## src/inc/mm_port_consts.svh

```systemverilog
// Constants for the memory-mapped slave port: widths, map layout, response codes.
// Assumes inclusion by bare name from the package and the design modules.
`ifndef MM_PORT_CONSTS_SVH
`define MM_PORT_CONSTS_SVH

// ==========================================================================
// Widths
`define DATA_W 32
`define BE_W 4
`define ADDR_W 6
`define BURST_W 4
`define IDX_W 4
`define BYTE_W 8

// ==========================================================================
// Map layout, in words
`define WORDS 16
`define ROM_FIRST 4'hc
`define ADDR_ONE 6'h01
`define BEATS_ONE 4'h1

// ==========================================================================
// Two-bit response codes
`define RESP_SUCCESS 2'h0
`define RESP_RESERVED 2'h1
`define RESP_ENDPOINT 2'h2
`define RESP_UNMAPPED 2'h3

`endif

```

## src/inc/mm_port_pkg.sv

```systemverilog
// Types shared by the slave port modules.
// Assumes mm_port_consts.svh is on the include path.
`include "mm_port_consts.svh"

package mm_port_pkg;

  // ========================================================================
  // Port sequencer states
  typedef enum logic [4:0] {
    ST_IDLE = 5'h01,
    ST_TAKE = 5'h02,
    ST_WBURST = 5'h04,
    ST_RD = 5'h08,
    ST_WRESP = 5'h10
  } state_t;

  typedef logic [1:0] resp_t;

endpackage

```

## src/logic/mm_slave_port.sv

```systemverilog
// Slave end of a memory-mapped port: word store, pipelined bursts, responses, lock.
// Assumes the master holds its controls steady while waitrequest is high.
//
// Notes on behaviour
// [RL1] Master drives byte address aligned to width.
// [RL2] Slave sees word addresses; 0 is first.
// [RL3] Byte enable n gates write byte n.
// [RL4] Reads ignore lanes; no lanes means all.
// [RL5] Master enables only adjacent byte lanes.
// [RL6] Debug qualifier lets writes land in ROM.
// [RL7] Codes: 00 ok, 10 endpoint, 11 unmapped.
// [RL8] Never read and write response together.
// [RL9] One response per read beat, errors included.
// [RL10] One write response after last beat.
// [RL11] Every write command gets a response.
// [RL12] Read and write data equal power-of-two width.
// [RL13] Minimum signal sets per port direction.
// [RL14] Active-low signals carry an _n suffix.
// [RL15] Master raises lock first, drops on last.
// [RL16] Locked owner keeps grant until lock drops.
// [RL17] Lock-equipped masters never burst.
// [RL18] Read burst of n gives n valids.
// [RL19] Read data never in acceptance cycle.
// [RL20] Read data may return while stalling.
// [RL21] Write response at least one cycle late.
// [RL22] Write taken on last beat, waitrequest low.
// [RL23] Master holds controls while stalled.
// [RL24] Burst counts run from one upward.
// [RL25] Single clock, synchronous reset to idle.
`timescale 1ns/100ps
`include "mm_port_consts.svh"

module mm_slave_port
  import mm_port_pkg::*;
(
  input wire logic clk,
  // [RL14] active-low reset named _n
  input wire logic rst_n,
  input wire logic [`ADDR_W-1:0] address,
  input wire logic read,
  input wire logic write,
  input wire logic [`BURST_W-1:0] burstcount,
  input wire logic [`BE_W-1:0] byteenable,
  // [RL12] one data width both ways
  input wire logic [`DATA_W-1:0] writedata,
  input wire logic debugaccess,
  input wire logic lock,
  input wire logic master_id,
  output logic waitrequest,
  // [RL13] read word, write strobe and data
  output logic [`DATA_W-1:0] readdata,
  output logic readdatavalid,
  output logic [1:0] response,
  output logic writeresponsevalid
);

  state_t state_q;
  state_t state_d;
  logic waitrequest_q;
  logic [`DATA_W-1:0] readdata_q;
  logic readdatavalid_q;
  resp_t response_q;
  logic writeresponsevalid_q;
  logic [`ADDR_W-1:0] addr_q;
  logic [`BURST_W-1:0] beats_left_q;
  resp_t wacc_q;
  logic owner_valid_q;
  logic owner_id_q;
  logic granted;
  logic cmd_seen;
  logic wr_beat;
  logic [`ADDR_W-1:0] beat_waddr;
  resp_t wbeat_code;
  logic mem_we;
  logic [`DATA_W-1:0] mem_rdata;
  logic [`BURST_W-1:0] take_count;

  // ========================================================================
  // Address decode
  // Words above the store are unmapped; the top words behave as ROM, so a
  // write there fails unless the debug qualifier is set.
  function automatic resp_t beat_resp(input logic [`ADDR_W-1:0] a,
                                      input logic is_wr,
                                      input logic dbg);
    resp_t r;
    r = `RESP_SUCCESS;
    // [RL7] response encoding
    if (a[`ADDR_W-1:`IDX_W] != '0)
    begin
      r = `RESP_UNMAPPED;
    end
    // [RL6] debug write to ROM
    else if (is_wr && !dbg && (a[`IDX_W-1:0] >= `ROM_FIRST))
    begin
      r = `RESP_ENDPOINT;
    end
    return r;
  endfunction

  // ========================================================================
  // Arbitration hold
  // [RL16] locked owner keeps grant
  assign granted = !owner_valid_q || (owner_id_q == master_id);
  assign cmd_seen = read || write;

  // [RL24] zero treated as one
  assign take_count = (burstcount == '0) ? `BEATS_ONE : burstcount;

  // ========================================================================
  // Write beats into the store
  // [RL2] word addressing
  assign beat_waddr = (state_q == ST_TAKE) ? address : addr_q;
  // A read in the take cycle wins, so no write beat may land beside it.
  assign wr_beat = write && (((state_q == ST_TAKE) && !read) || (state_q == ST_WBURST));
  assign wbeat_code = beat_resp(beat_waddr, 1'b1, debugaccess);
  // [RL3] only clean beats store
  assign mem_we = wr_beat && (wbeat_code == `RESP_SUCCESS);

  word_store u_store (
    .clk(clk),
    .we(mem_we),
    .waddr(beat_waddr[`IDX_W-1:0]),
    .wdata(writedata),
    .wbe(byteenable),
    .raddr(addr_q[`IDX_W-1:0]),
    .rdata(mem_rdata)
  );

  // ========================================================================
  // Sequencer
  // Waitrequest is high in idle and drops for the take cycle and any later write
  // burst beats only after a granted request is seen. This costs a cycle per command but lets the
  // stall come straight from a flip-flop while still refusing foreign
  // masters during a locked sequence.
  always_comb
  begin
    state_d = state_q;
    unique case (state_q)
      ST_IDLE:
      begin
        if (cmd_seen && granted)
        begin
          state_d = ST_TAKE;
        end
      end
      ST_TAKE:
      begin
        if (read)
        begin
          state_d = ST_RD;
        end
        // [RL22] single beat taken now
        else if (write && (take_count == `BEATS_ONE))
        begin
          state_d = ST_WRESP;
        end
        else if (write)
        begin
          state_d = ST_WBURST;
        end
        else
        begin
          state_d = ST_IDLE;
        end
      end
      ST_WBURST:
      begin
        // [RL10] response after last beat
        if (write && (beats_left_q == `BEATS_ONE))
        begin
          state_d = ST_WRESP;
        end
      end
      ST_RD:
      begin
        // [RL18] exactly n beats
        if (beats_left_q == `BEATS_ONE)
        begin
          state_d = ST_IDLE;
        end
      end
      ST_WRESP:
      begin
        state_d = ST_IDLE;
      end
    endcase
  end

  // [RL25] synchronous reset to idle
  always_ff @(posedge clk)
  begin
    if (!rst_n)
    begin
      state_q <= ST_IDLE;
    end
    else
    begin
      state_q <= state_d;
    end
  end

  // Stall is held in reset so no master can start a command then.
  always_ff @(posedge clk)
  begin
    if (!rst_n)
    begin
      waitrequest_q <= 1'b1;
    end
    else
    begin
      waitrequest_q <= !((state_d == ST_TAKE) || (state_d == ST_WBURST));
    end
  end

  // ========================================================================
  // Burst address and beat counting
  always_ff @(posedge clk)
  begin
    if (!rst_n)
    begin
      addr_q <= '0;
      beats_left_q <= '0;
    end
    else if (state_q == ST_TAKE && read)
    begin
      addr_q <= address;
      beats_left_q <= take_count;
    end
    else if (wr_beat)
    begin
      addr_q <= `ADDR_W'(beat_waddr + `ADDR_ONE);
      beats_left_q <= (state_q == ST_TAKE) ? `BURST_W'(take_count - `BEATS_ONE)
                                           : `BURST_W'(beats_left_q - `BEATS_ONE);
    end
    else if (state_q == ST_RD)
    begin
      addr_q <= `ADDR_W'(addr_q + `ADDR_ONE);
      beats_left_q <= `BURST_W'(beats_left_q - `BEATS_ONE);
    end
  end

  // ========================================================================
  // Write response accumulation
  // The first failing beat decides the code returned for the whole burst.
  always_ff @(posedge clk)
  begin
    if (!rst_n)
    begin
      wacc_q <= `RESP_SUCCESS;
    end
    else if (wr_beat && (state_q == ST_TAKE))
    begin
      wacc_q <= wbeat_code;
    end
    else if (wr_beat && (wacc_q == `RESP_SUCCESS))
    begin
      wacc_q <= wbeat_code;
    end
  end

  // ========================================================================
  // Read return
  // [RL19] first valid two cycles after take
  always_ff @(posedge clk)
  begin
    if (!rst_n)
    begin
      readdatavalid_q <= 1'b0;
      readdata_q <= '0;
    end
    else
    begin
      // [RL20] returns while stalling
      readdatavalid_q <= (state_q == ST_RD);
      if (state_q == ST_RD)
      begin
        // [RL4] lanes ignored on reads
        readdata_q <= mem_rdata;
      end
    end
  end

  // ========================================================================
  // Shared response line
  // Read beats and the write response come from different states, so the
  // shared code line never carries both in one cycle.
  always_ff @(posedge clk)
  begin
    if (!rst_n)
    begin
      response_q <= `RESP_SUCCESS;
      writeresponsevalid_q <= 1'b0;
    end
    else
    begin
      // [RL11] every write answered
      // [RL21] strobe two cycles after the last beat is taken
      writeresponsevalid_q <= (state_q == ST_WRESP);
      // [RL9] code per read beat
      if (state_q == ST_RD)
      begin
        response_q <= beat_resp(addr_q, 1'b0, 1'b0);
      end
      // [RL8] exclusive use of code line
      else if (state_q == ST_WRESP)
      begin
        response_q <= wacc_q;
      end
      else
      begin
        response_q <= `RESP_SUCCESS;
      end
    end
  end

  // ========================================================================
  // Lock ownership
  // Ownership changes only when a command is taken; a taken command with
  // lock low from the owner ends the locked sequence.
  always_ff @(posedge clk)
  begin
    if (!rst_n)
    begin
      owner_valid_q <= 1'b0;
      owner_id_q <= 1'b0;
    end
    // [RL16] hold until lock drops
    else if (state_q == ST_TAKE && cmd_seen)
    begin
      owner_valid_q <= lock;
      owner_id_q <= master_id;
    end
  end

  assign waitrequest = waitrequest_q;
  assign readdata = readdata_q;
  assign readdatavalid = readdatavalid_q;
  assign response = response_q;
  assign writeresponsevalid = writeresponsevalid_q;

endmodule

```

## src/logic/word_store.sv

```systemverilog
// Word-wide storage with per-byte write lanes and a combinational read.
// Assumes a single clock; contents are undefined until written.
`timescale 1ns/100ps
`include "mm_port_consts.svh"

module word_store
  import mm_port_pkg::*;
(
  input wire logic clk,
  input wire logic we,
  input wire logic [`IDX_W-1:0] waddr,
  input wire logic [`DATA_W-1:0] wdata,
  input wire logic [`BE_W-1:0] wbe,
  input wire logic [`IDX_W-1:0] raddr,
  output logic [`DATA_W-1:0] rdata
);

  logic [`DATA_W-1:0] mem [`WORDS];

  // ========================================================================
  // Byte-lane writes
  always_ff @(posedge clk)
  begin
    if (we)
    begin
      for (int i = 0; i < `BE_W; i++)
      begin
        if (wbe[i])
        begin
          mem[waddr][i*`BYTE_W +: `BYTE_W] <= wdata[i*`BYTE_W +: `BYTE_W];
        end
      end
    end
  end

  assign rdata = mem[raddr];

endmodule

```

## config.mk

```make
export PLATFORM = sky130hd
export DESIGN_NAME = mm_slave_port
export DESIGN_NICKNAME = d
export VERILOG_FILES = /design/src/inc/mm_port_pkg.sv /design/src/logic/mm_slave_port.sv /design/src/logic/word_store.sv
export VERILOG_INCLUDE_DIRS = /design/src /design/src/inc
export SDC_FILE = /design/constraint.sdc
export NUM_CORES = 1
export LEC_CHECK = 0
export BUFFER_PORTS_ARGS = -buffer_cell sky130_fd_sc_hd__buf_2
export CAP_MARGIN = 5
export CORE_MARGIN = 4
export CORE_UTILIZATION = 30
export DETAILED_ROUTE_END_ITERATION = 7
export GPL_ROUTABILITY_DRIVEN = 0
export HOLD_SLACK_MARGIN = 0.05
export MAX_ROUTING_LAYER = met4
export PLACE_DENSITY_LB_ADDON = 0.3
export SKIP_CTS_REPAIR_TIMING = 1
export SLEW_MARGIN = 20
export SYNTH_ARGS = -nofsm -noshare
export SYNTH_HDL_FRONTEND = slang
export SYNTH_HIERARCHICAL = 1
export SYNTH_SLANG_ARGS = --single-unit
```

## constraint.sdc

```tcl
create_clock -name clk -period 3.04 [get_ports clk]
set_clock_uncertainty 0.15 [all_clocks]
set_input_delay 0.304 -clock clk [delete_from_list [all_inputs] [get_ports clk]]
set_output_delay 0.304 -clock clk [all_outputs]
set_load 0.03 [all_outputs]
```

# Word level (Yosys, flattened, before mapping)

Memories as Yosys holds them, arrays and structs flattened. A register that Yosys moved wholly into a read port is not among the register bits.
Cells that the tools add are included.

Register bits: 24
Bits in writable memories: 512
Input bits: 53
Word-level logic and storage cells: 88
Memories kept: 1

Memory list:

| memory      | words | bits a word | rd ports | clocked after memory_dff | write ports | line             | RTL |
|---|---|---|---|---|---|---|---|
| u_store.mem | 16    | 32          | 1        | 1                        | 1           | word_store.sv:18 | `` logic [`DATA_W-1:0] mem [`WORDS]; `` |

$add $sub $neg: 4
Order comparisons: 1
Eq/ne operators: 10
Muxes and demuxes: 35
Reduce and logical (&&, ||, !) cells: 27

Operators with widths:

| operator                                             | count |
|---|---|
| 2-to-1 mux 5 bit                                     | 5 |
| one-hot mux 5 bit (5 select lines)                   | 1 |
| 2-to-1 mux 6 bit                                     | 4 |
| 2-to-1 mux 4 bit                                     | 5 |
| 2-to-1 mux 2 bit                                     | 7 |
| adder 6 x 1 -> 6 bit (second input constant)         | 2 |
| 2-to-1 mux 1 bit                                     | 12 |
| logical AND 1 bit                                    | 11 |
| equality test 5 x 2 -> 1 bit (second input constant) | 2 |
| equality test 5 x 3 -> 1 bit (second input constant) | 2 |
| equality test 4 x 1 -> 1 bit (second input constant) | 2 |
| subtractor 4 x 1 -> 4 bit (second input constant)    | 2 |
| nonzero test 2 bit                                   | 3 |
| equality test 5 x 1 -> 1 bit (second input constant) | 1 |
| equality test 5 x 4 -> 1 bit (second input constant) | 1 |
| equality test 5 bit (second input constant)          | 1 |
| logical NOT 1 bit                                    | 5 |
| >= comparator 4 bit (second input constant)          | 1 |
| logical NOT 2 bit                                    | 2 |
| logical NOT 4 bit                                    | 1 |
| logical OR 1 bit                                     | 4 |
| 2-to-1 mux 3 bit                                     | 1 |
| nonzero test 3 bit                                   | 1 |
| equality test 1 bit                                  | 1 |

# Logic depth before layout (Yosys ltp)

Depth in word-level cells: 10
Mapped depth: 11
Gate-level depth less buffers: 9

# Modules after synthesis

The synthesis kept the hierarchy.

Modules (own cells, without submodules):

| module        | times used | cells each | area an instance (um^2) |
|---|---|---|---|
| word_store    | 1          | 877        | 19458.7 |
| mm_slave_port | 1          | 342        | 2601.2 |

# Least setup slack after synthesis

OpenSTA, ideal clock, no wires.

Path kind: register -> register
Start point: reg state_q[4]
End point: mem u_store/mem[15][0] (netlist bit) (enable)
Library setup time: 370 ps
Arrival time: 2112 ps
Setup slack: 408 ps
Cell stages (with the launch flop): 10
Period minus slack after synthesis: 2632 ps
Path through: dfxtp_1 -> nor2_1 -> and3_1 -> buf_2 -> nor3_1 -> o22ai_1 -> nor2_1 -> nand2_1 -> clkbuf_1 -> nor2_1

Cells in the longest elaborated chain, start to end: 10
Elaborated cells on any way between the ends: 15

RTL lines:

| what                                 | line                                       | RTL |
|---|---|---|
| start, declared                      | mm_slave_port.sv:57                        | `state_t state_q;` |
| start signal, assigned               | mm_slave_port.sv:198                       | `state_q <= state_d;` |
| equality test 5 x 2 -> 1 bit         | mm_slave_port.sv:112, mm_slave_port.sv:114 |  |
| 2-to-1 mux 6 bit                     | mm_slave_port.sv:112                       | `assign beat_waddr = (state_q == ST_TAKE) ? address : addr_q;` |
| >= comparator 4 bit (no source line) | -                                          |  |
| logical AND 1 bit                    | mm_slave_port.sv:93                        | `` else if (is_wr && !dbg && (a[`IDX_W-1:0] >= `ROM_FIRST)) `` |
| 2-to-1 mux 2 bit                     | mm_slave_port.sv:93                        |  |
| 2-to-1 mux 2 bit                     | mm_slave_port.sv:88                        | `` if (a[`ADDR_W-1:`IDX_W] != '0) `` |
| logical NOT 2 bit (no source line)   | -                                          |  |
| logical AND 1 bit *                  | mm_slave_port.sv:117                       | `` assign mem_we = wr_beat && (wbeat_code == `RESP_SUCCESS); `` |
| named net mem_we                     | mm_slave_port.sv:74                        | `logic mem_we;` |
| 2-to-1 mux 1 bit *                   | word_store.sv:24                           | `if (we)` |
| 2-to-1 mux 1 bit *                   | word_store.sv:30                           | `` mem[waddr][i*`BYTE_W +: `BYTE_W] <= wdata[i*`BYTE_W +: `BYTE_W]; `` |
| end, declared                        | word_store.sv:18                           |  |

Mark *: on every way through the listed nets, which the timed path passes. The rest lies on a longest branch.

# Final worst setup path

Start point: reg state_q[1]
End point: mem u_store/mem[2][19] (netlist bit) (enable)

Cells in the longest elaborated chain, start to end: 10
Elaborated cells on any way between the ends: 15

RTL lines:

| what                                 | line                 | RTL |
|---|---|---|
| equality test 5 x 2 -> 1 bit *       | mm_slave_port.sv:112 |  |
| 2-to-1 mux 6 bit *                   | mm_slave_port.sv:112 |  |
| named net beat_waddr[0]              | mm_slave_port.sv:72  | `` logic [`ADDR_W-1:0] beat_waddr; `` |
| >= comparator 4 bit (no source line) | -                    |  |
| logical AND 1 bit                    | mm_slave_port.sv:93  |  |
| 2-to-1 mux 2 bit                     | mm_slave_port.sv:93  |  |
| 2-to-1 mux 2 bit                     | mm_slave_port.sv:88  |  |
| logical NOT 2 bit (no source line)   | -                    |  |
| logical AND 1 bit                    | mm_slave_port.sv:117 |  |
| 2-to-1 mux 1 bit                     | word_store.sv:24     |  |
| 2-to-1 mux 1 bit                     | word_store.sv:30     |  |

Marked as above.

==> run_results.csv <==
group,metric,value,unit
run_status,status,"completed",
cells_and_area,layout.cells.most_common_list,"edfxtp_1, nand2_1, mux4_2",
critical_path,path_buf_inv,2,
drt,wl_per_cell,22.3,µm
sta,holdWs,0.0547,ns
hold_path,worst_hold_path_type,"input pin to flop",
yosys,ys_types,45,
sta,rsz0062_at_grt,"true",
sta,fin_crit,3.02,ns
drt,firstDrtPassIters,5,
place,port_buffers,89,
critical_path,critical-path-slowest-cell,"dfxtp_1",
yosys,synth_nets,1277,
sta,period_share,99.4,%
sta,slew_viol_final,0,
power_and_ir_drop,ir_worst_vdd,0.514,mV
floorplanning,io_pins,90,
global_routing,overflow,0,
critical_path,critPathKind,"flop to flop",
clock_network,clk_pin_slew,0.06,ns
global_routing,grt_pass1_wl,81800,µm
sta,worst_pin_slew,0.782,ns
floorplanning,coreArea,0.0730,mm²
power_and_ir_drop,p_leak,8.65,nW
drt,drt-total-wl,54900,µm
floorplanning,row_count,99,
clock_network,cts_buffer_depth,3,
drt,drc,0,
critical_path,cp-start-kind,"flop",
cells_and_area,final_common_cell,"edfxtp_1",
clock_network,cts_buffers,59,
clock_network,cts_tree,"yes",
cells_and_area,finish.utilization,36.9,%
critical_path,cp_top_family,"simple AND/OR/NAND/NOR gates",
yosys,synth-warning-count,6,
floorplanning,fp.dieW,279,µm
critical_path,slowest_delay,0.55,ns
yosys,synth_ff_type,"edfxtp_1",
yosys,yosysSeqAreaShare,74.8,%
yosys,ys_seq_elements,568,
sta,hold_violations,0,
critical_path,worstPathMaxFanout,10,
drt,final_antenna_net_count,0,
place,dp_hpwl,36300,µm
yosys,avgSynthCellArea,18.1,µm²
global_routing,track_usage,14.4,%
power_and_ir_drop,p_per_area,639,mW/mm²
critical_path,cp_common_cell,"nand2_1",
drt,vias,12000,
sta,maxSlewHeadroom,47.8,%
cells_and_area,syn2layout_area_growth,22.0,%
sta,setup_viol,0,
floorplanning,die_height,279,µm
power_and_ir_drop,power,17.2,mW
global_routing,grt_max_degree,69,
yosys,syn-cell-area,0.0221,mm²
cells_and_area,diodes,0,
yosys,syn_inst,1219,
sta,tns,0,ns
cells_and_area,finalNetCount,1508,
critical_path,worst_ep_arrival_time,3.18,ns
run,cap_violations,0,
yosys,synth-edff-count,512,
yosys,async_flop_share,0,%
global_routing,grt_pass1_vias,12300,
sta,fmax,331,MHz
critical_path,critical_path_required,3.20,ns
critical_path,path_cells,"nand3_1 -> buf_4 -> nand2_1 -> nand2_1 -> nor2b_1 -> nand2_1 -> nor2_1 -> buf_4",
critical_path,cp-end-kind,"flop",
floorplanning,initial_core_util,30.2,%
drt,viasPerCell,4.88,
clock_network,htree_levels,2,
drt,drtIter0Drc,925,
cells_and_area,drive_gt1_share,29.3,%
clock_network,cts_root_buffer,"clkbuf_16",
global_routing,antenna_found_initial,0,
clock_network,cts_sinks,568,
clock_network,clk_latency,0.63,ns
floorplanning,die_area,0.0779,mm²
[worst min-delay path, cell delays in order]
cell and delay, ns:
buf_2 0.12, nor2_1 0.11, o21ai_0 0.17, a31oi_1 0.07
[worst paths after layout]
check          startpoint            endpoint  slack (ns)  depth (start not counted)
max            state_q[1]  u_store/mem[2][19]        0.02                          8
min                  read           addr_q[4]        0.05                          4
max reg2reg    state_q[1]  u_store/mem[2][19]        0.02                          8
min reg2reg  readdata[21]        readdata[21]        0.30                          2
[per-stage QoR]
step,std cells,worst slack (ns),instance area [µm²]
after floorplan,1219,0.408,22100
after global placement,2301,0.0906,24300
after detailed placement,2301,0.108,24300
after CTS,2411,0.0744,26400
after global routing,2458,-0.117,26900
final,2458,0.0181,26900
[cells by family after synthesis]
group | synth area share (%)
AOI/OAI and AO/OA | 4.49
xor gates and xnor gates | 0.199
buffers and inverters | 1.51
muxes | 13.3
and+or+nand+nor | 5.48
DFF | 74.8
adders and majority gates | 0.284
[flip-flops by register name (all words and copies together) (netlist names)]
signal / count
writeresponsevalid: 1
readdatavalid: 1
readdata: 32
response: 2
waitrequest: 1
beats_left_q: 4
u_store/mem: 512
state_q: 5
addr_q: 6
owner_id_q: 1
wacc_q: 2
owner_valid_q: 1
[report_power, final]
| group | switching [mW] | internal, mW | total (mW) |
|---|---|---|---|
| clock | 3.06 | 4.72 | 7.77 |
| sequential | 0.0260 | 8.52 | 8.55 |
| combinational | 0.530 | 0.340 | 0.870 |
| total | 3.61 | 13.6 | 17.2 |
[synth_stat cells (3+ instances only)]
master    number  area, µm²
nor3b_1        3       22.5
nor2_1        93        349
edfxtp_1     512      15400
and3_1         3       18.8
nand2_1      141        529
clkbuf_1      34        128
a31oi_1        5       31.3
o21ai_0       14       70.1
nor2b_1        9       56.3
mux4_2       128       2880
buf_1          9       33.8
dfxtp_1       56       1120
nand4_1        5       31.3
mux2i_1        3       30.0
and2_1         6       37.5
nand3b_1       3       22.5
a22oi_1       68        510
nand3_1       11       55.1
inv_1          6       22.5
xor2_1         3       26.3
buf_4         10       75.1
nor3_1         8       40.0
ha_1           5       62.6
a21oi_1       46        230
buf_2         12       60.1
[metal layers]
layer  part of all wire [%]  vias up  global-route usage (%)  wire (µm)
met5                      0        -                       -          0
met4                    2.6        0                    4.68       1440
met3                    5.4       88                    2.42       2950
met2                     49      342                    22.8      26700
met1                     43     6225                    19.0      23900
li1                       -     5331                       -          -
[area by class of cell]
cell class | instances | area, µm²
fillers | 6690 | 46100
clock inverters | 38 | 537
clock buffers | 72 | 1610
flip-flops and latches | 568 | 16500
inverters | 7 | 26.3
multi-input cells | 578 | 5290
repair buffers | 236 | 1740
well taps | 959 | 1200
Power figures use the tool's default switching activity.
